===== config.mk =====
export PLATFORM = sky130hd
export DESIGN_NAME = muldiv_decode
export DESIGN_NICKNAME = d
export VERILOG_FILES = /design/src/core/muldiv_pkg.sv /design/src/core/exec_timer_if.sv /design/src/core/exec_timer.sv /design/src/core/muldiv_decode.sv
export SDC_FILE = /design/constraint.sdc
export NUM_CORES = 1
export LEC_CHECK = 0
export ABC_CLOCK_PERIOD_IN_PS = 1900
export BUFFER_PORTS_ARGS = -buffer_cell sky130_fd_sc_hd__buf_2
export CAP_MARGIN = 30
export CORE_AREA = 2 2 66 100
export CTS_BUF_LIST = sky130_fd_sc_hd__clkbuf_4
export CTS_CLUSTER_SIZE = 24
export DETAILED_ROUTE_END_ITERATION = 8
export DIE_AREA = 0 0 68 102
export PLACE_DENSITY_LB_ADDON = 0.05
export SKIP_LAST_GASP = 1
export SYNTH_ARGS = -nofsm -noshare
export SYNTH_HDL_FRONTEND = slang
export SYNTH_HIERARCHICAL = 1
export SYNTH_SLANG_ARGS = --single-unit

===== constraint.sdc =====
create_clock -name core_clk -period 1.9 [get_ports core_clk]
set_clock_uncertainty 0.05 [all_clocks]
set_input_delay 0.57 -clock core_clk [delete_from_list [all_inputs] [get_ports core_clk]]
set_output_delay 0.57 -clock core_clk [all_outputs]
set_load 0.1 [all_outputs]

===== src/core/muldiv_pkg.sv =====
// Constants, opcode classes and execution cycle counts for the multiply, divide,
// shift and logic decoder. Assumes a single 100 MHz core clock.
//
// Functional notes
// - 1111011w with middle field 101 is signed multiply, 25-28/34-37/31-34/40-43 clocks.
// - 011010s1 is signed multiply by immediate; s=0 adds a byte; 22-25/29-32 clocks.
// - 1111011w with middle field 110 is unsigned divide, 29/38/35/44 clocks.
// - 1111011w with middle field 111 is signed divide, 44-52/53-61/50-58/59-67 clocks.
// - Bytes d4 then 0a are ascii adjust after multiply, 19 clocks.
// - Bytes d5 then 0a are ascii adjust before divide, 15 clocks.
// - Opcode 98 sign-extends byte to word in 2 clocks.
// - Opcode 99 sign-extends word to double word in 4 clocks.
// - Shift forms by one, by count register, by immediate; middle field selects operation.
// - Conjunction and disjunction register forms use d for direction; 3 or 10 clocks.
// - 1000010w is flags-only AND with register/memory, 3 or 10 clocks.
// - 1111011w middle field 000 is flags-only AND with immediate, 4 or 10 clocks.
// - 1010100w is flags-only AND of accumulator with immediate, 3 or 4 clocks.
package muldiv_pkg;

  localparam int CW = 9;

  typedef enum logic [3:0] {
    cls_none = 4'h0,
    cls_signed_multiply = 4'h1,
    cls_signed_multiply_imm = 4'h2,
    cls_unsigned_divide = 4'h3,
    cls_signed_divide = 4'h4,
    cls_ascii_adjust_after_multiply = 4'h5,
    cls_ascii_adjust_before_divide = 4'h6,
    cls_sign_extend_byte_to_word = 4'h7,
    cls_sign_extend_word_to_double = 4'h8,
    cls_shift = 4'h9,
    cls_and = 4'ha,
    cls_or = 4'hb,
    cls_test = 4'hc
  } op_class_t;

  // Second byte of both ascii adjust forms
  localparam logic [7:0] ASCII_BASE_BYTE = 8'h0a;

  localparam logic [CW-1:0] SMUL_RB_MIN = 9'd25;
  localparam logic [CW-1:0] SMUL_RB_MAX = 9'd28;
  localparam logic [CW-1:0] SMUL_RW_MIN = 9'd34;
  localparam logic [CW-1:0] SMUL_RW_MAX = 9'd37;
  localparam logic [CW-1:0] SMUL_MB_MIN = 9'd31;
  localparam logic [CW-1:0] SMUL_MB_MAX = 9'd34;
  localparam logic [CW-1:0] SMUL_MW_MIN = 9'd40;
  localparam logic [CW-1:0] SMUL_MW_MAX = 9'd43;
  localparam logic [CW-1:0] SMULI_R_MIN = 9'd22;
  localparam logic [CW-1:0] SMULI_R_MAX = 9'd25;
  localparam logic [CW-1:0] SMULI_M_MIN = 9'd29;
  localparam logic [CW-1:0] SMULI_M_MAX = 9'd32;
  localparam logic [CW-1:0] DIV_RB = 9'd29;
  localparam logic [CW-1:0] DIV_RW = 9'd38;
  localparam logic [CW-1:0] DIV_MB = 9'd35;
  localparam logic [CW-1:0] DIV_MW = 9'd44;
  localparam logic [CW-1:0] SDIV_RB_MIN = 9'd44;
  localparam logic [CW-1:0] SDIV_RB_MAX = 9'd52;
  localparam logic [CW-1:0] SDIV_RW_MIN = 9'd53;
  localparam logic [CW-1:0] SDIV_RW_MAX = 9'd61;
  localparam logic [CW-1:0] SDIV_MB_MIN = 9'd50;
  localparam logic [CW-1:0] SDIV_MB_MAX = 9'd58;
  localparam logic [CW-1:0] SDIV_MW_MIN = 9'd59;
  localparam logic [CW-1:0] SDIV_MW_MAX = 9'd67;
  localparam logic [CW-1:0] ADJ_MUL_CYC = 9'd19;
  localparam logic [CW-1:0] ADJ_DIV_CYC = 9'd15;
  localparam logic [CW-1:0] EXT_BW_CYC = 9'd2;
  localparam logic [CW-1:0] EXT_WD_CYC = 9'd4;
  localparam logic [CW-1:0] SHIFT1_R = 9'd2;
  localparam logic [CW-1:0] SHIFT1_M = 9'd15;
  localparam logic [CW-1:0] SHIFTN_R_BASE = 9'd5;
  localparam logic [CW-1:0] SHIFTN_M_BASE = 9'd17;
  localparam logic [CW-1:0] LOGIC_R = 9'd3;
  localparam logic [CW-1:0] LOGIC_M = 9'd10;
  localparam logic [CW-1:0] TEST_IMM_R = 9'd4;
  localparam logic [CW-1:0] TEST_IMM_M = 9'd10;
  localparam logic [CW-1:0] TEST_ACC_B = 9'd3;
  localparam logic [CW-1:0] TEST_ACC_W = 9'd4;
  // Time charged to an opcode outside this group before it is released
  localparam logic [CW-1:0] ILLEGAL_CYC = 9'd2;
  localparam logic [CW-1:0] TIMER_LAST = 9'd1;
  localparam logic [CW-1:0] TIMER_PRE_LAST = 9'd2;

endpackage


===== src/core/exec_timer_if.sv =====
// Start/length handshake between the decoder and its execution timer.
// Assumes both ends share core_clk.
`timescale 1ns/1ns
interface exec_timer_if #(parameter int CW = 9);
  logic start;
  logic [CW-1:0] length;
  logic busy;
  logic done;
  modport ctrl (output start, output length, input busy, input done);
  modport timer (input start, input length, output busy, output done);
endinterface // exec_timer_if


===== src/core/exec_timer.sv =====
// Execution timer: holds busy for the loaded number of clocks, pulses done on the last one.
// Assumes length is at least two and start is only raised while idle.
`timescale 1ns/1ns
module exec_timer
  import muldiv_pkg::*;
(
  input wire logic core_clk,
  input wire logic rstn,
  exec_timer_if.timer tif
);

  logic [CW-1:0] cnt_reg;
  logic busy_reg;
  logic done_reg;

  always_ff @(posedge core_clk or negedge rstn) begin
    if (!rstn) begin
      cnt_reg <= '0;
    end else if (tif.start) begin
      cnt_reg <= tif.length;
    end else if (cnt_reg != '0) begin
      cnt_reg <= cnt_reg - TIMER_LAST;
    end
  end

  always_ff @(posedge core_clk or negedge rstn) begin
    if (!rstn) begin
      busy_reg <= 1'b0;
    end else if (tif.start) begin
      busy_reg <= 1'b1;
    end else if (cnt_reg == TIMER_LAST) begin
      busy_reg <= 1'b0;
    end
  end

  // Registered one cycle ahead so done lines up with the last busy cycle
  always_ff @(posedge core_clk or negedge rstn) begin
    if (!rstn) begin
      done_reg <= 1'b0;
    end else begin
      done_reg <= !tif.start && (cnt_reg == TIMER_PRE_LAST);
    end
  end

  assign tif.busy = busy_reg;
  assign tif.done = done_reg;

endmodule // exec_timer


===== src/core/muldiv_decode.sv =====
// Decoder for the multiply/divide, ascii adjust, sign-extend, shift and AND/OR/TEST opcodes.
// Assumes the fetch path presents the opcode, the following byte and the shift amount together.
`timescale 1ns/1ns
module muldiv_decode
  import muldiv_pkg::*;
(
  input wire logic core_clk,
  input wire logic rstn,
  input wire logic instr_valid,
  input wire logic [7:0] opcode,
  input wire logic [7:0] modrm,
  input wire logic [7:0] shift_amount,
  output logic instr_ready,
  output muldiv_pkg::op_class_t op_class,
  output logic wide_op,
  output logic dir_to_reg,
  output logic [1:0] imm_bytes,
  output logic [2:0] shift_operation_select,
  output logic flags_only,
  output logic illegal_op,
  output logic [muldiv_pkg::CW-1:0] cyc_min,
  output logic [muldiv_pkg::CW-1:0] cyc_max,
  output logic busy,
  output logic done
);

  import muldiv_pkg::*;

  // ****************************************
  // Decode
  // ****************************************
  function automatic logic is_mem(input logic [7:0] m);
    return m[7:6] != 2'b11;
  endfunction

  function automatic logic [CW-1:0] pick4(input logic mem, input logic w, input logic [CW-1:0] rb,
                                          input logic [CW-1:0] rw, input logic [CW-1:0] mb,
                                          input logic [CW-1:0] mw);
    return mem ? (w ? mw : mb) : (w ? rw : rb);
  endfunction

  logic accept;
  op_class_t cls_next;
  logic [CW-1:0] min_next;
  logic [CW-1:0] max_next;
  logic [1:0] imm_next;
  logic flags_next;
  logic dir_next;
  logic wide_next;
  logic illegal_next;
  logic mem;
  logic w;
  logic [CW-1:0] n_ext;

  assign accept = instr_valid && instr_ready;
  assign mem = is_mem(modrm);
  assign w = opcode[0];
  assign n_ext = {1'b0, shift_amount};

  always_comb begin
    cls_next = cls_none;
    min_next = ILLEGAL_CYC;
    max_next = ILLEGAL_CYC;
    imm_next = 2'h0;
    flags_next = 1'b0;
    dir_next = 1'b0;
    wide_next = w;
    illegal_next = 1'b0;
    casez (opcode)
      8'b1111011?: begin
        unique case (modrm[5:3])
          3'b101: begin
            cls_next = cls_signed_multiply;
            min_next = pick4(mem, w, SMUL_RB_MIN, SMUL_RW_MIN, SMUL_MB_MIN, SMUL_MW_MIN);
            max_next = pick4(mem, w, SMUL_RB_MAX, SMUL_RW_MAX, SMUL_MB_MAX, SMUL_MW_MAX);
          end
          3'b110: begin
            cls_next = cls_unsigned_divide;
            min_next = pick4(mem, w, DIV_RB, DIV_RW, DIV_MB, DIV_MW);
            max_next = min_next;
          end
          3'b111: begin
            cls_next = cls_signed_divide;
            min_next = pick4(mem, w, SDIV_RB_MIN, SDIV_RW_MIN, SDIV_MB_MIN, SDIV_MW_MIN);
            max_next = pick4(mem, w, SDIV_RB_MAX, SDIV_RW_MAX, SDIV_MB_MAX, SDIV_MW_MAX);
          end
          3'b000: begin
            cls_next = cls_test;
            flags_next = 1'b1;
            imm_next = w ? 2'h2 : 2'h1;
            min_next = mem ? TEST_IMM_M : TEST_IMM_R;
            max_next = min_next;
          end
          // Negate, not and unsigned multiply are decoded by a neighbouring block
          default: illegal_next = 1'b1;
        endcase
      end
      8'b011010?1: begin
        cls_next = cls_signed_multiply_imm;
        wide_next = 1'b1;
        imm_next = opcode[1] ? 2'h1 : 2'h2;
        min_next = mem ? SMULI_M_MIN : SMULI_R_MIN;
        max_next = mem ? SMULI_M_MAX : SMULI_R_MAX;
      end
      8'hd4, 8'hd5: begin
        wide_next = 1'b0;
        if (modrm == ASCII_BASE_BYTE) begin
          cls_next = opcode[0] ? cls_ascii_adjust_before_divide : cls_ascii_adjust_after_multiply;
          min_next = opcode[0] ? ADJ_DIV_CYC : ADJ_MUL_CYC;
          max_next = min_next;
        end else begin
          illegal_next = 1'b1;
        end
      end
      8'h98: begin
        cls_next = cls_sign_extend_byte_to_word;
        wide_next = 1'b1;
        min_next = EXT_BW_CYC;
        max_next = EXT_BW_CYC;
      end
      8'h99: begin
        cls_next = cls_sign_extend_word_to_double;
        wide_next = 1'b1;
        min_next = EXT_WD_CYC;
        max_next = EXT_WD_CYC;
      end
      8'b1101000?: begin
        cls_next = cls_shift;
        min_next = mem ? SHIFT1_M : SHIFT1_R;
        max_next = min_next;
      end
      8'b1101001?, 8'b1100000?: begin
        cls_next = cls_shift;
        imm_next = opcode[4] ? 2'h0 : 2'h1;
        min_next = (mem ? SHIFTN_M_BASE : SHIFTN_R_BASE) + n_ext;
        max_next = min_next;
      end
      8'b001000??, 8'b000010??: begin
        cls_next = opcode[5] ? cls_and : cls_or;
        dir_next = opcode[1];
        min_next = mem ? LOGIC_M : LOGIC_R;
        max_next = min_next;
      end
      8'b1000010?: begin
        cls_next = cls_test;
        flags_next = 1'b1;
        min_next = mem ? LOGIC_M : LOGIC_R;
        max_next = min_next;
      end
      8'b1010100?: begin
        cls_next = cls_test;
        flags_next = 1'b1;
        imm_next = w ? 2'h2 : 2'h1;
        min_next = w ? TEST_ACC_W : TEST_ACC_B;
        max_next = min_next;
      end
      default: illegal_next = 1'b1;
    endcase
  end

  // ****************************************
  // Decoded result registers
  // ****************************************
  always_ff @(posedge core_clk or negedge rstn) begin
    if (!rstn) begin
      op_class <= cls_none;
      wide_op <= 1'b0;
      dir_to_reg <= 1'b0;
      imm_bytes <= 2'h0;
      shift_operation_select <= 3'h0;
      flags_only <= 1'b0;
      illegal_op <= 1'b0;
      cyc_min <= '0;
      cyc_max <= '0;
    end else if (accept) begin
      op_class <= cls_next;
      wide_op <= wide_next;
      dir_to_reg <= dir_next;
      imm_bytes <= imm_next;
      shift_operation_select <= modrm[5:3];
      flags_only <= flags_next;
      illegal_op <= illegal_next;
      cyc_min <= min_next;
      cyc_max <= max_next;
    end
  end

  // ****************************************
  // Execution timing
  // ****************************************
  // Worst case is charged for ranged counts; data-dependent early finish is not modelled
  exec_timer_if #(.CW(CW)) tif ();

  assign tif.start = accept;
  assign tif.length = max_next;

  exec_timer u_timer (
    .core_clk(core_clk),
    .rstn(rstn),
    .tif(tif)
  );

  always_ff @(posedge core_clk or negedge rstn) begin
    if (!rstn) begin
      instr_ready <= 1'b1;
    end else if (accept) begin
      instr_ready <= 1'b0;
    end else if (tif.done) begin
      instr_ready <= 1'b1;
    end
  end

  assign busy = tif.busy;
  assign done = tif.done;
endmodule // muldiv_decode


Word-level counts from Yosys, hierarchy flattened. Index checks and enable logic that the tools add are counted.

Logic and storage cells: 103. Register bits: 43. Input bits: 27. Output and inout port bits: 34.

Reduce and logical (&&, ||, !) cells: 17. Eq/ne operators: 20. Muxes and demuxes: 51. Add/sub/neg operators: 2.

Operators by type and width (number): $pmux W9 S8 (2); $mux W6 (8); $eq A7 B7 Y1 const B (6); $eq A8 B8 Y1 const B (4); $mux W4 (8); $pmux W4 S8 (1); $pmux W7 S4 (1); $mux W5 (5); $pmux W6 S4 (1); $mux W9 (2); $pmux W4 S4 (1); $mux W7 (2); $mux W1 (10); $reduce_or A10 Y1 (1); $add A5 B8 Y9 (1); $eq A3 B3 Y1 const B (3); $eq A9 B1 Y1 const B (1); $eq A9 B2 Y1 const B (1); $reduce_bool A9 Y1 (1); $reduce_or A3 Y1 (3); $sub A9 B1 Y9 const B (1); $eq A8 B4 Y1 const B (1); $mux W2 (4); $pmux W2 S4 (1); other kinds (13) (21).

Logic depth before layout (Yosys ltp). Gate-level depths: netlist of the first run.

Word-level depth: 5. Gate-level depth with buffers: 11. Gate-level depth less buffers: 10.

By module. Netlist of the first run, hierarchy kept.

Modules (own cells, without submodules): muldiv_decode (seq. area each 752.0 µm², cells each 303, instances 1, area each 2464.9 µm²); exec_timer (seq. area each 275.3 µm², cells each 66, instances 1, area each 601.8 µm²).

Least setup slack after synthesis of the first run. OpenSTA, ideal clock, no wires.

Kind: input to register. Start: input modrm[6]. End: register cyc_max[1] in the netlist's numbering. Cell stages on the path: 9. Path buffers: 1. Setup slack: -0.545 ns. Arrival time: 2.268 ns. Required time: 1.724 ns. Library setup time: 0.126 ns. Cell sequence: and2_1 -> clkinv_1 -> clkbuf_1 -> ha_1 -> o22ai_1 -> nand2_1 -> a31oi_1 -> or3_4 -> mux2_4.

Longest elaborated chain between the ends: 4. Elaborated cells on any way between the ends: 9. Those cells by class: eq/ne: 2; mux: 7.

Ends and longest elaborated chain: from (decl) (RTL line muldiv_decode.sv:11) `input wire logic [7:0] modrm,`; $ne A2 B2 Y1 (RTL line muldiv_decode.sv:33) `return m[7:6] != 2'b11;`; $mux W4 (tied with other cells) (RTL line muldiv_decode.sv:91) `min_next = mem ? TEST_IMM_M : TEST_IMM_R;`; $pmux W7 S4 (RTL line muldiv_decode.sv:71) `unique case (modrm[5:3])`; $pmux W9 S8 * (RTL line muldiv_decode.sv:69) `casez (opcode)`; via max_next[1] (RTL line muldiv_decode.sv:45) `logic [CW-1:0] max_next;`; to (signal assigned) (RTL line muldiv_decode.sv:184) `cyc_max <= max_next;`; to (decl) (RTL line muldiv_decode.sv:22) `output logic [muldiv_pkg::CW-1:0] cyc_max,`.

The timed path passes the listed nets; every way through them passes the cells marked *. A chain may end at the register's enable or synchronous reset.

Worst setup path in the final report of the first run.
Start: input opcode[7]. End: register cyc_max[1] in the netlist's numbering.

Longest elaborated chain between the ends: 3. Elaborated cells on any way between the ends: 16. Those cells by class: eq/ne: 12; mux: 1; reduce/logical: 3.

Ends and longest elaborated chain: from (decl) (RTL line muldiv_decode.sv:10) `input wire logic [7:0] opcode,`; $eq A7 B7 Y1 (tied with other cells) (RTL line muldiv_decode.sv:69); $reduce_or A3 Y1 (no source line) or $reduce_or A2 Y1 (tied branches); $pmux W9 S8 * (RTL line muldiv_decode.sv:69); via max_next[1] (RTL line muldiv_decode.sv:45).

Marks and branches as above.

==> flow_summary_export.csv, run 1 <==
group,metric,value,unit
run_status,outcome,"finished, violations left",
run_status,violations,"setup timing",
global_routing,track_usage,0.3166,
die,row_count,35,
detailed_routing,drc,0,
die,num_io_pins,61,
worst_setup_path,r2r-start,"u_timer/cnt_reg[1]",
worst_setup_path,cp_top_family,"simple AND/OR/NAND/NOR gates",
synthesis,synthFlopType,"dfrtp_1",
cells_and_area,num_antenna_cells,0,
clock_tree,cts-hold-fix-buffers,0,
worst_setup_path,critPathLaunch,"opcode[7]",
worst_setup_path,critPathRequiredTime,2.09,ns
global_routing,grt_pass1_wl,16280,um
die,start_util,0.5075,
synthesis,syn-cell-area,3067,um2
detailed_routing,drtAntennaViolNets,0,
cells_and_area,fillers,421,
timing,hold_viol,0,
timing,fin_crit,2.033,ns
global_routing,first_global_vias,3431,
pwr,power,5.031,mW
worst_setup_path,cp_num_buf_inv,3,
worst_setup_path,crit_type,"input pin to flip-flop",
cells_and_area,final_cells,601,
cells_and_area,drive_gt1_frac,0.4858,
timing,maxSlewViolCount,0,
detailed_routing,wl,11130,um
timing,finalSetupViolCount,16,
worst_setup_path,cpMostUsedCell,"buf_4",
worst_setup_path,start_kind,"input pin",
clock_tree,cts_tree,"yes",
global_routing,antenna_found_initial,0,
detailed_routing,drt-initial-drc-count,220,
global_routing,overflow,0,
global_routing,grt_max_degree,42,
synthesis,synth_top_area_cell,"dfrtp_1",
synthesis,synth.area.top_cells,"dfrtp_1 33%, nand2_1 6.9%, o21ai_0 4.9%",
pwr,p_leak,2.256,nW
placement,dp_slack,-0.5963,ns
die,core_area,6043,um2
synthesis,yosys_warnings,6,
synthesis,synth_top_area_share,0.3264,
clock_tree,cts_buffers,5,
pwr,power_density,1059,nW/um2
worst_setup_path,arrival,2.23,ns
timing,fmax,0.4918,GHz
synthesis,syn_avg_cell_area,8.311,um2
timing,rsz0062_at_grt,"true",
clock_tree,cts_sinks,41,
synthesis,ys_seq_elements,41,
worst_setup_path,critical_path.max_fanout,5,
synthesis,netlist_instances,369,
clock_tree,clk_latency,0.34,ns
die,design.die.area,6936,um2
cells_and_area,post-route-util,0.7859,
timing,postLayoutSetupSlackWorst,-0.1335,ns
timing,max-slew-margin-rel,0.6755,
die,die_x,68,um
synthesis,ys_types,71,
pwr,ir_worst_vdd,0.8253,mV
detailed_routing,via_per_inst,5.764,
detailed_routing,dr.pass1.iters,4,
timing,whs,0.1180,ns
worst_setup_path,rrSetupSlack,0.06,ns
die,chipHeight,102,um
timing,worst_pin_slew,0.4823,ns
worst_setup_path,critPathSlowestCell,"or3_4",
cells_and_area,nNetsFinal,560,
timing,fin_crit_sh,1.070,
placement,place_congestion,0.9769,
detailed_routing,routedWlPerCell,18.51,um
placement,hpwl,8395,um
placement,place_inst,582,
synthesis,synthArstFlopShare,1.000,
synthesis,syn-num-nets,403,
synthesis,ys_seq_area_frac,0.3350,
placement,port_buffers,60,
detailed_routing,vias,3464,
clock_tree,clkSlewWorstSetupHoldPaths,0.12,ns
clock_tree,cts_root_buffer,"clkbuf_4",
worst_setup_path,endpoint_kind,"flip-flop",
synthesis,synth-edff-count,0,
run,cap_violations,0,
cells_and_area,syn_to_final_growth,54.88,%
worst_setup_path,worstPathCellList,"buf_6, or3b_4, buf_4, nor2_1, buf_4, a21oi_1, nand3_1, or3_4, mux2_4",
worst_hold_path,hold_class,"input pin to async pin",
clock_tree,cts_max_level,2,
worst_setup_path,cpPeakStageDelay,0.41,ns
clock_tree,clockBufferDepth,2,
[path summary, 6_finish.rpt]
| check | end | cells past startpoint |
|---|---|---|
| max | cyc_max[1] | 9 |
| min | flags_only | 2 |
| max reg2reg | u_timer/cnt_reg[1] | 7 |
| min reg2reg | cyc_min[0] | 2 |
| max in group asynchronous | instr_ready | 2 |
| min in group core_clk | instr_ready | 2 |
[kinds of logic (layout without fill, tap and decap cells)]
logic type,count (synthesis),in the layout,share of synthesized area
XOR/XNOR,14,14,0.03998
adder cells (fa/ha/maj),8,8,0.03182
flip-flops,41,41,0.3350
AND/OR/NAND/NOR,171,171,0.3154
AO/OA/AOI/OAI,93,93,0.1958
multiplexers,8,8,0.02978
buffers and inverters,34,192,0.05222
[synth_stat cells, types with 5 or more instances]
cell      count
a21oi_1      19
a31oi_1      10
buf_2         8
clkbuf_1     10
dfrtp_1      40
ha_1          7
inv_1         8
mux2_2        5
nand2_1      56
nand2b_1      7
nand3_1      10
nor2_1       35
nor3_1       11
nor4_1        5
o21ai_0      30
o31ai_1       6
xnor2_1      12
[metrics by stage]
step           cell area (um2)  setup TNS (ns)
5_1_grt                   4750          -1.446
6_report                  4750         -0.7739
2_1_floorplan             3153          -6.026
4_1_cts                   4541         -0.5258
3_3_place_gp              4203          -13.26
3_5_place_dp              4203          -14.44
[what timing repair did]
action / CTS / global route
setup buffers: 10 / 3
gates resized for setup: 43 / 40
cloned: 0 / 0
pin swaps: 28 / 23
endpoints found under the setup margin: 24 / 25
[cell usage in the layout, fill, tap and decap left out, drive strengths merged, types with 6 or more instances in the layout]
master	Yosys	routed
dfrtp	40	40
nand2b	7	7
o21ai	30	30
o31ai	6	6
inv	10	10
a31oi	10	10
nand3	11	11
nor3	11	11
ha	7	7
nor4	10	10
nor2	35	35
a21oi	19	19
xnor2	12	12
nand2	56	56
buf	13	173
mux2	6	6
a211oi	6	6
[where the power goes]
group | internal [mW] | total, mW | switching, mW | leakage (nW)
registers | 1.17 | 1.41 | 0.243 | 0.517
clock network | 0.407 | 0.688 | 0.280 | 0.0552
logic | 0.752 | 2.93 | 2.18 | 1.68
total | 2.33 | 5.03 | 2.71 | 2.26
[layout make-up]
cell class	instances	area [um2]	area share
multi-input cells	294	2182	0.4594
repair buffers	173	1292	0.2721
flip-flops and latches	41	1033	0.2176
well taps	74	92.59	0.01949
clock inverters	3	65.06	0.01370
inverters	11	46.29	0.009747
clock buffers	5	37.54	0.007903
[routing by layer]
metal	vias up	global-route usage	wire, um
met3	47	0.02533	379
met4	0	0.2123	708
li1	1647	-	-
met5	-	0	0
met2	136	0.5863	6135
met1	1634	0.3248	3903
[worst reg2reg max path, stage by stage, from the launching register on]
cell and delay, ns:
dfrtp_1 0.46, inv_1 0.11, ha_1 0.23, nor3b_1 0.21, buf_4 0.16, nand4_1 0.25, nor2_1 0.18, a21oi_1 0.07
Power figures use the tool's default switching activity.
==> run 2, diff against run 1 <==
- ABC_CLOCK_PERIOD_IN_PS: 1900 -> default
- SKIP_LAST_GASP: 1 -> default
==> run 2 against run 1 <==
  * The run still ends with setup timing left
  * Routed wire length grew 1.2%
  * Final cell count is the same
  * Register-to-register slack gained 0.02 ns
  * Critical path type unchanged
  * Largest power group unchanged
  * Highest routed layer unchanged
==> flow_summary_export.csv, run 2 (synthesis results as in run 1) <==
group,metric,value,unit
cells_and_area,num_antenna_cells,0,
pwr,ir_worst_vdd,0.8253,mV
detailed_routing,via_per_inst,5.795,
clock_tree,cts_sinks,41,
clock_tree,clkSlewWorstSetupHoldPaths,0.12,ns
worst_setup_path,critPathLaunch,"opcode[7]",
worst_setup_path,critical_path.max_fanout,5,
global_routing,antenna_found_initial,0,
worst_setup_path,crit_type,"input pin to flip-flop",
worst_setup_path,critPathSlowestCell,"or3_4",
clock_tree,cts_tree,"yes",
cells_and_area,syn_to_final_growth,55.53,%
timing,rsz0062_at_grt,"true",
detailed_routing,dr.pass1.iters,4,
clock_tree,cts_max_level,2,
die,core_area,6043,um2
cells_and_area,final_cell_mix,"99 x buf_4, 55 x nand2_1, 51 x buf_2",
cells_and_area,final_common_cell,"buf_4",
timing,worst_pin_slew,0.5033,ns
timing,fmax,0.4802,GHz
clock_tree,cts_buffers,5,
timing,fin_tns_setup,-0.9318,ns
timing,max-slew-margin-rel,0.6668,
global_routing,grt_max_degree,42,
run,cap_violations,0,
placement,port_buffers,60,
global_routing,overflow,0,
timing,maxSlewViolCount,0,
cells_and_area,nNetsFinal,560,
worst_setup_path,endpoint_kind,"flip-flop",
worst_hold_path,hold_class,"input pin to async pin",
detailed_routing,wl,11260,um
die,chipHeight,102,um
timing,hold_viol,0,
clock_tree,cts-hold-fix-buffers,0,
global_routing,grt_pass1_wl,16280,um
pwr,power_density,1056,nW/um2
clock_tree,cts_root_buffer,"clkbuf_4",
timing,fin_crit,2.083,ns
die,design.die.area,6936,um2
detailed_routing,drc,0,
detailed_routing,vias,3483,
clock_tree,clockBufferDepth,2,
worst_setup_path,cpPeakStageDelay,0.41,ns
worst_setup_path,arrival,2.28,ns
die,start_util,0.5075,
timing,postLayoutSetupSlackWorst,-0.1826,ns
worst_setup_path,worstPathCellList,"buf_6, or3b_4, buf_4, nor2_1, buf_4, a21oi_1, nand3_1, or3_4, mux2_4",
clock_tree,clk_latency,0.34,ns
timing,fin_crit_sh,1.096,
die,row_count,35,
global_routing,first_global_vias,3431,
placement,hpwl,8395,um
worst_setup_path,cpMostUsedCell,"buf_4",
worst_setup_path,start_kind,"input pin",
pwr,power,5.036,mW
pwr,p_leak,2.262,nW
worst_setup_path,r2r-start,"u_timer/cnt_reg[1]",
run_status,violations,"setup timing",
detailed_routing,routedWlPerCell,18.73,um
timing,finalSetupViolCount,17,
die,num_io_pins,61,
cells_and_area,drive_gt1_frac,0.4896,
run_status,outcome,"finished, violations left",
worst_setup_path,critPathRequiredTime,2.10,ns
detailed_routing,drtAntennaViolNets,0,
cells_and_area,fillers,413,
die,die_x,68,um
placement,place_congestion,0.9769,
global_routing,track_usage,0.3166,
detailed_routing,drt-initial-drc-count,221,
run 2: cell type report:
type	count	area [um2]	area share
Tap cell	74	92.59	0.01941
Inverter	11	46.29	0.009706
Sequential cell	41	1033	0.2167
Multi-Input combinational cell	294	2191	0.4593
Timing Repair Buffer	173	1304	0.2733
Clock buffer	5	37.54	0.007870
Clock inverter	3	65.06	0.01364
run 2: worst max-delay path: cells and delay by family:
| kind | cells | cell delay, ns |
|---|---|---|
| AO/OA/AOI/OAI | 1 | 0.19 |
| AND/OR/NAND/NOR | 4 | 0.88 |
| multiplexers | 1 | 0.27 |
| buffers and inverters | 3 | 0.38 |
run 2: where the power goes:
group	internal, mW	total (mW)	switching [mW]
Clock	0.407	0.694	0.287
Combinational	0.753	2.93	2.18
Sequential	1.17	1.41	0.243
Total	2.33	5.04	2.71
run 2: path summary, 6_finish.rpt:
check,end,slack [ns],depth (start not counted)
min in group core_clk,instr_ready,0.33,2
max in group asynchronous,instr_ready,1.43,2
worst max register to register,u_timer/cnt_reg[1],0.08,7
worst min-delay path,flags_only,0.12,2
worst max-delay path,cyc_max[1],-0.18,9
worst min register to register,shift_operation_select[0],0.44,2
run 2: stage by stage:
step | cell area, um2 | instances | setup slack, ns | hold slack (ns) | utilization
after floorplan | 3153 | 369 | -0.4012 | 0.2244 | -
after global placement | 4203 | 582 | -0.5709 | 0.4054 | 0.6954
after detailed placement | 4203 | 582 | -0.5963 | 0.4050 | 0.6954
after CTS | 4541 | 599 | -0.1410 | 0.1171 | 0.7513
after global routing | 4770 | 601 | -0.1470 | 0.1123 | 0.7892
final | 4770 | 601 | -0.1826 | 0.1154 | 0.7892
run 2: timing repair:
action	4_1_cts	5_1_grt
buffers inserted	10	3
resized for setup	43	46
pin swaps	28	23
setup endpoints to repair	24	25
run 2: metal layers:
layer,wire length (um),track usage,up-vias,part of all wire
li1,-,-,1644,-
met2,6192,0.5863,128,0.55
met3,364,0.02533,52,0.032
met4,712,0.2123,0,0.063
met1,3986,0.3248,1659,0.35
met5,0,0,-,0
==> run 3, diff against run 2 <==
- REMOVE_ABC_BUFFERS: default -> 1
==> run 3 against run 2 <==
  * Critical endpoint is now cyc_min[2]
  * Maximum frequency increased by 4.1%
  * Largest power group unchanged
  * Count of clock-buffer cells in the layout rose by 1
  * Sequential power decreased by 3%
  * Total power down 4.8%
  * Critical path type unchanged
  * Final cell count down 2.7%
  * Die area unchanged
  * First-iteration DRC count fell by 1.8%
  * Largest cell class unchanged
  * Combinational power shrank 3%
  * The flow still finishes with violations (setup timing)
  * Design area is 5.8% lower
==> flow_summary_export.csv, run 3 (synthesis results as in run 1) <==
group,metric,value,unit
global_routing,track_usage,0.3046,
die,start_util,0.5075,
die,design.die.area,6936,um2
detailed_routing,routedWlPerCell,17.70,um
pwr,combPwrFrac,0.595,
global_routing,grt_max_degree,21,
worst_setup_path,endpoint_kind,"flip-flop",
worst_hold_path,hold_class,"input pin to async pin",
die,row_count,35,
clock_tree,cts_sinks,41,
pwr,power_density,1068,nW/um2
detailed_routing,via_per_inst,5.761,
timing,postLayoutSetupSlackWorst,-0.1006,ns
global_routing,first_global_vias,3372,
die,die_x,68,um
timing,worst_pin_slew,0.4996,ns
pwr,clockPowerShare,0.119,
clock_tree,clkSlewWorstSetupHoldPaths,0.12,ns
detailed_routing,vias,3370,
die,core_area,6043,um2
worst_setup_path,arrival,2.20,ns
detailed_routing,drc,0,
cells_and_area,nNetsFinal,544,
detailed_routing,highest_layer,"met4",
detailed_routing,wl_met3,437,um
cells_and_area,syn_to_final_growth,46.47,%
timing,finalSetupViolCount,7,
cells_and_area,final_cell_mix,"93 x buf_4, 53 x nand2_1, 51 x buf_2",
pwr,power,4.796,mW
detailed_routing,wl,10350,um
clock_tree,cts_max_level,2,
clock_tree,cts_tree,"yes",
global_routing,antenna_found_initial,0,
timing,rsz0062_at_grt,"true",
placement,hpwl,7965,um
cells_and_area,final_common_cell,"buf_4",
cells_and_area,drive_gt1_frac,0.4599,
worst_setup_path,crit_type,"input pin to flip-flop",
worst_setup_path,critical_path.max_fanout,6,
placement,place_congestion,0.9592,
pwr,p_seq_frac,0.287,
run_status,outcome,"finished, violations left",
global_routing,overflow,0,
worst_setup_path,start_kind,"input pin",
detailed_routing,drt-initial-drc-count,217,
die,num_io_pins,61,
detailed_routing,drtAntennaViolNets,0,
timing,hold_viol,0,
placement,port_buffers,60,
run_status,violations,"setup timing",
timing,fin_crit,2.001,ns
clock_tree,cts-hold-fix-buffers,0,
detailed_routing,routed-wl-met2,5760,um
run,cap_violations,0,
timing,max-slew-margin-rel,0.6692,
clock_tree,cts_root_buffer,"clkbuf_4",
worst_setup_path,critPathRequiredTime,2.10,ns
pwr,switching_share,0.5486,
global_routing,grt_pass1_wl,15880,um
timing,maxSlewViolCount,0,
pwr,ir_worst_vdd,0.8546,mV
cells_and_area,num_antenna_cells,0,
clock_tree,clockBufferDepth,2,
pwr,switchingPower,2.631,mW
timing,fin_crit_sh,1.053,
die,chipHeight,102,um
detailed_routing,wl_met1,3739,um
pwr,p_int,2.165,mW
placement,place_inst,566,
clock_tree,clk_latency,0.35,ns
cells_and_area,final_cells,585,
clock_tree,cts_buffers,5,
pwr,p_leak,2.140,nW
timing,fmax,0.4999,GHz
detailed_routing,dr.pass1.iters,5,
## run 3: changes by cell type in the layout (fill, tap and decap cells not counted), sizes merged
cell,delta
bufinv,-1
buf,-17
clkbuf,+2
## run 3: final timing paths
check / depth (start not counted) / to / slack, ns / start
worst min-delay path: 1 / cyc_min[2] / 0.03 / rstn
max in group asynchronous: 2 / cyc_min[5] / 1.25 / rstn
worst max register to register: 4 / cyc_min[2] / 0.17 / instr_ready
min in group core_clk: 2 / instr_ready / 0.32 / instr_valid
worst max-delay path: 9 / cyc_min[2] / -0.10 / opcode[6]
worst min register to register: 2 / shift_operation_select[1] / 0.43 / shift_operation_select[1]
## run 3: per-stage QoR
stage	setup TNS [ns]	setup slack (ns)	hold slack [ns]	util	instance area, um2
final	-0.3635	-0.1006	0.03140	0.7433	4492
after global routing	-0.9371	-0.1928	0.03584	0.7433	4492
after CTS	-0.2318	-0.05623	0.03678	0.7157	4325
after detailed placement	-14.40	-0.5710	0.4113	0.6621	4001
after global placement	-13.55	-0.5698	0.3965	0.6621	4001
after floorplan	-17.94	-0.8016	0.2244	-	2948
## run 3: cell type report
type                            instances  area [um2]
Inverter                               11       46.29
Timing Repair Buffer                  157        1112
Fill cell                             486        1551
Clock inverter                          2       33.78
Sequential cell                        41        1027
Clock buffer                            6       45.04
Tap cell                               74       92.59
Multi-Input combinational cell        294        2135
## run 3: critical path, stage by stage
cell      delay, ns
buf_6          0.11
buf_4          0.13
and4b_2        0.27
nand4_1        0.15
buf_4          0.20
nor2_2         0.06
a221oi_1       0.30
o21ai_0        0.16
o221a_2        0.26
## run 3: power by group through the flow
stage | Clock, mW | Combinational, mW | Sequential [mW]
final | 0.569 | 2.85 | 1.37
after global routing | 0.617 | 3.01 | 1.41
after CTS | 0.580 | 2.81 | 1.37
after detailed placement | 0 | 2.75 | 1.39
after global placement | 0 | 2.72 | 1.38
after floorplan | 0 | 0.681 | 2.80
## run 3: timing repair
action	in CTS	in global routing
pin swaps	21	27
endpoints found under the setup margin	22	24
resized for setup	56	29
buffers inserted	6	6
## run 3: layer usage
metal,vias to the layer above,global-route usage
met1,1598,0.3305
met4,0,0.1400
li1,1610,-
met2,130,0.5706
met5,-,0
met3,32,0.03194
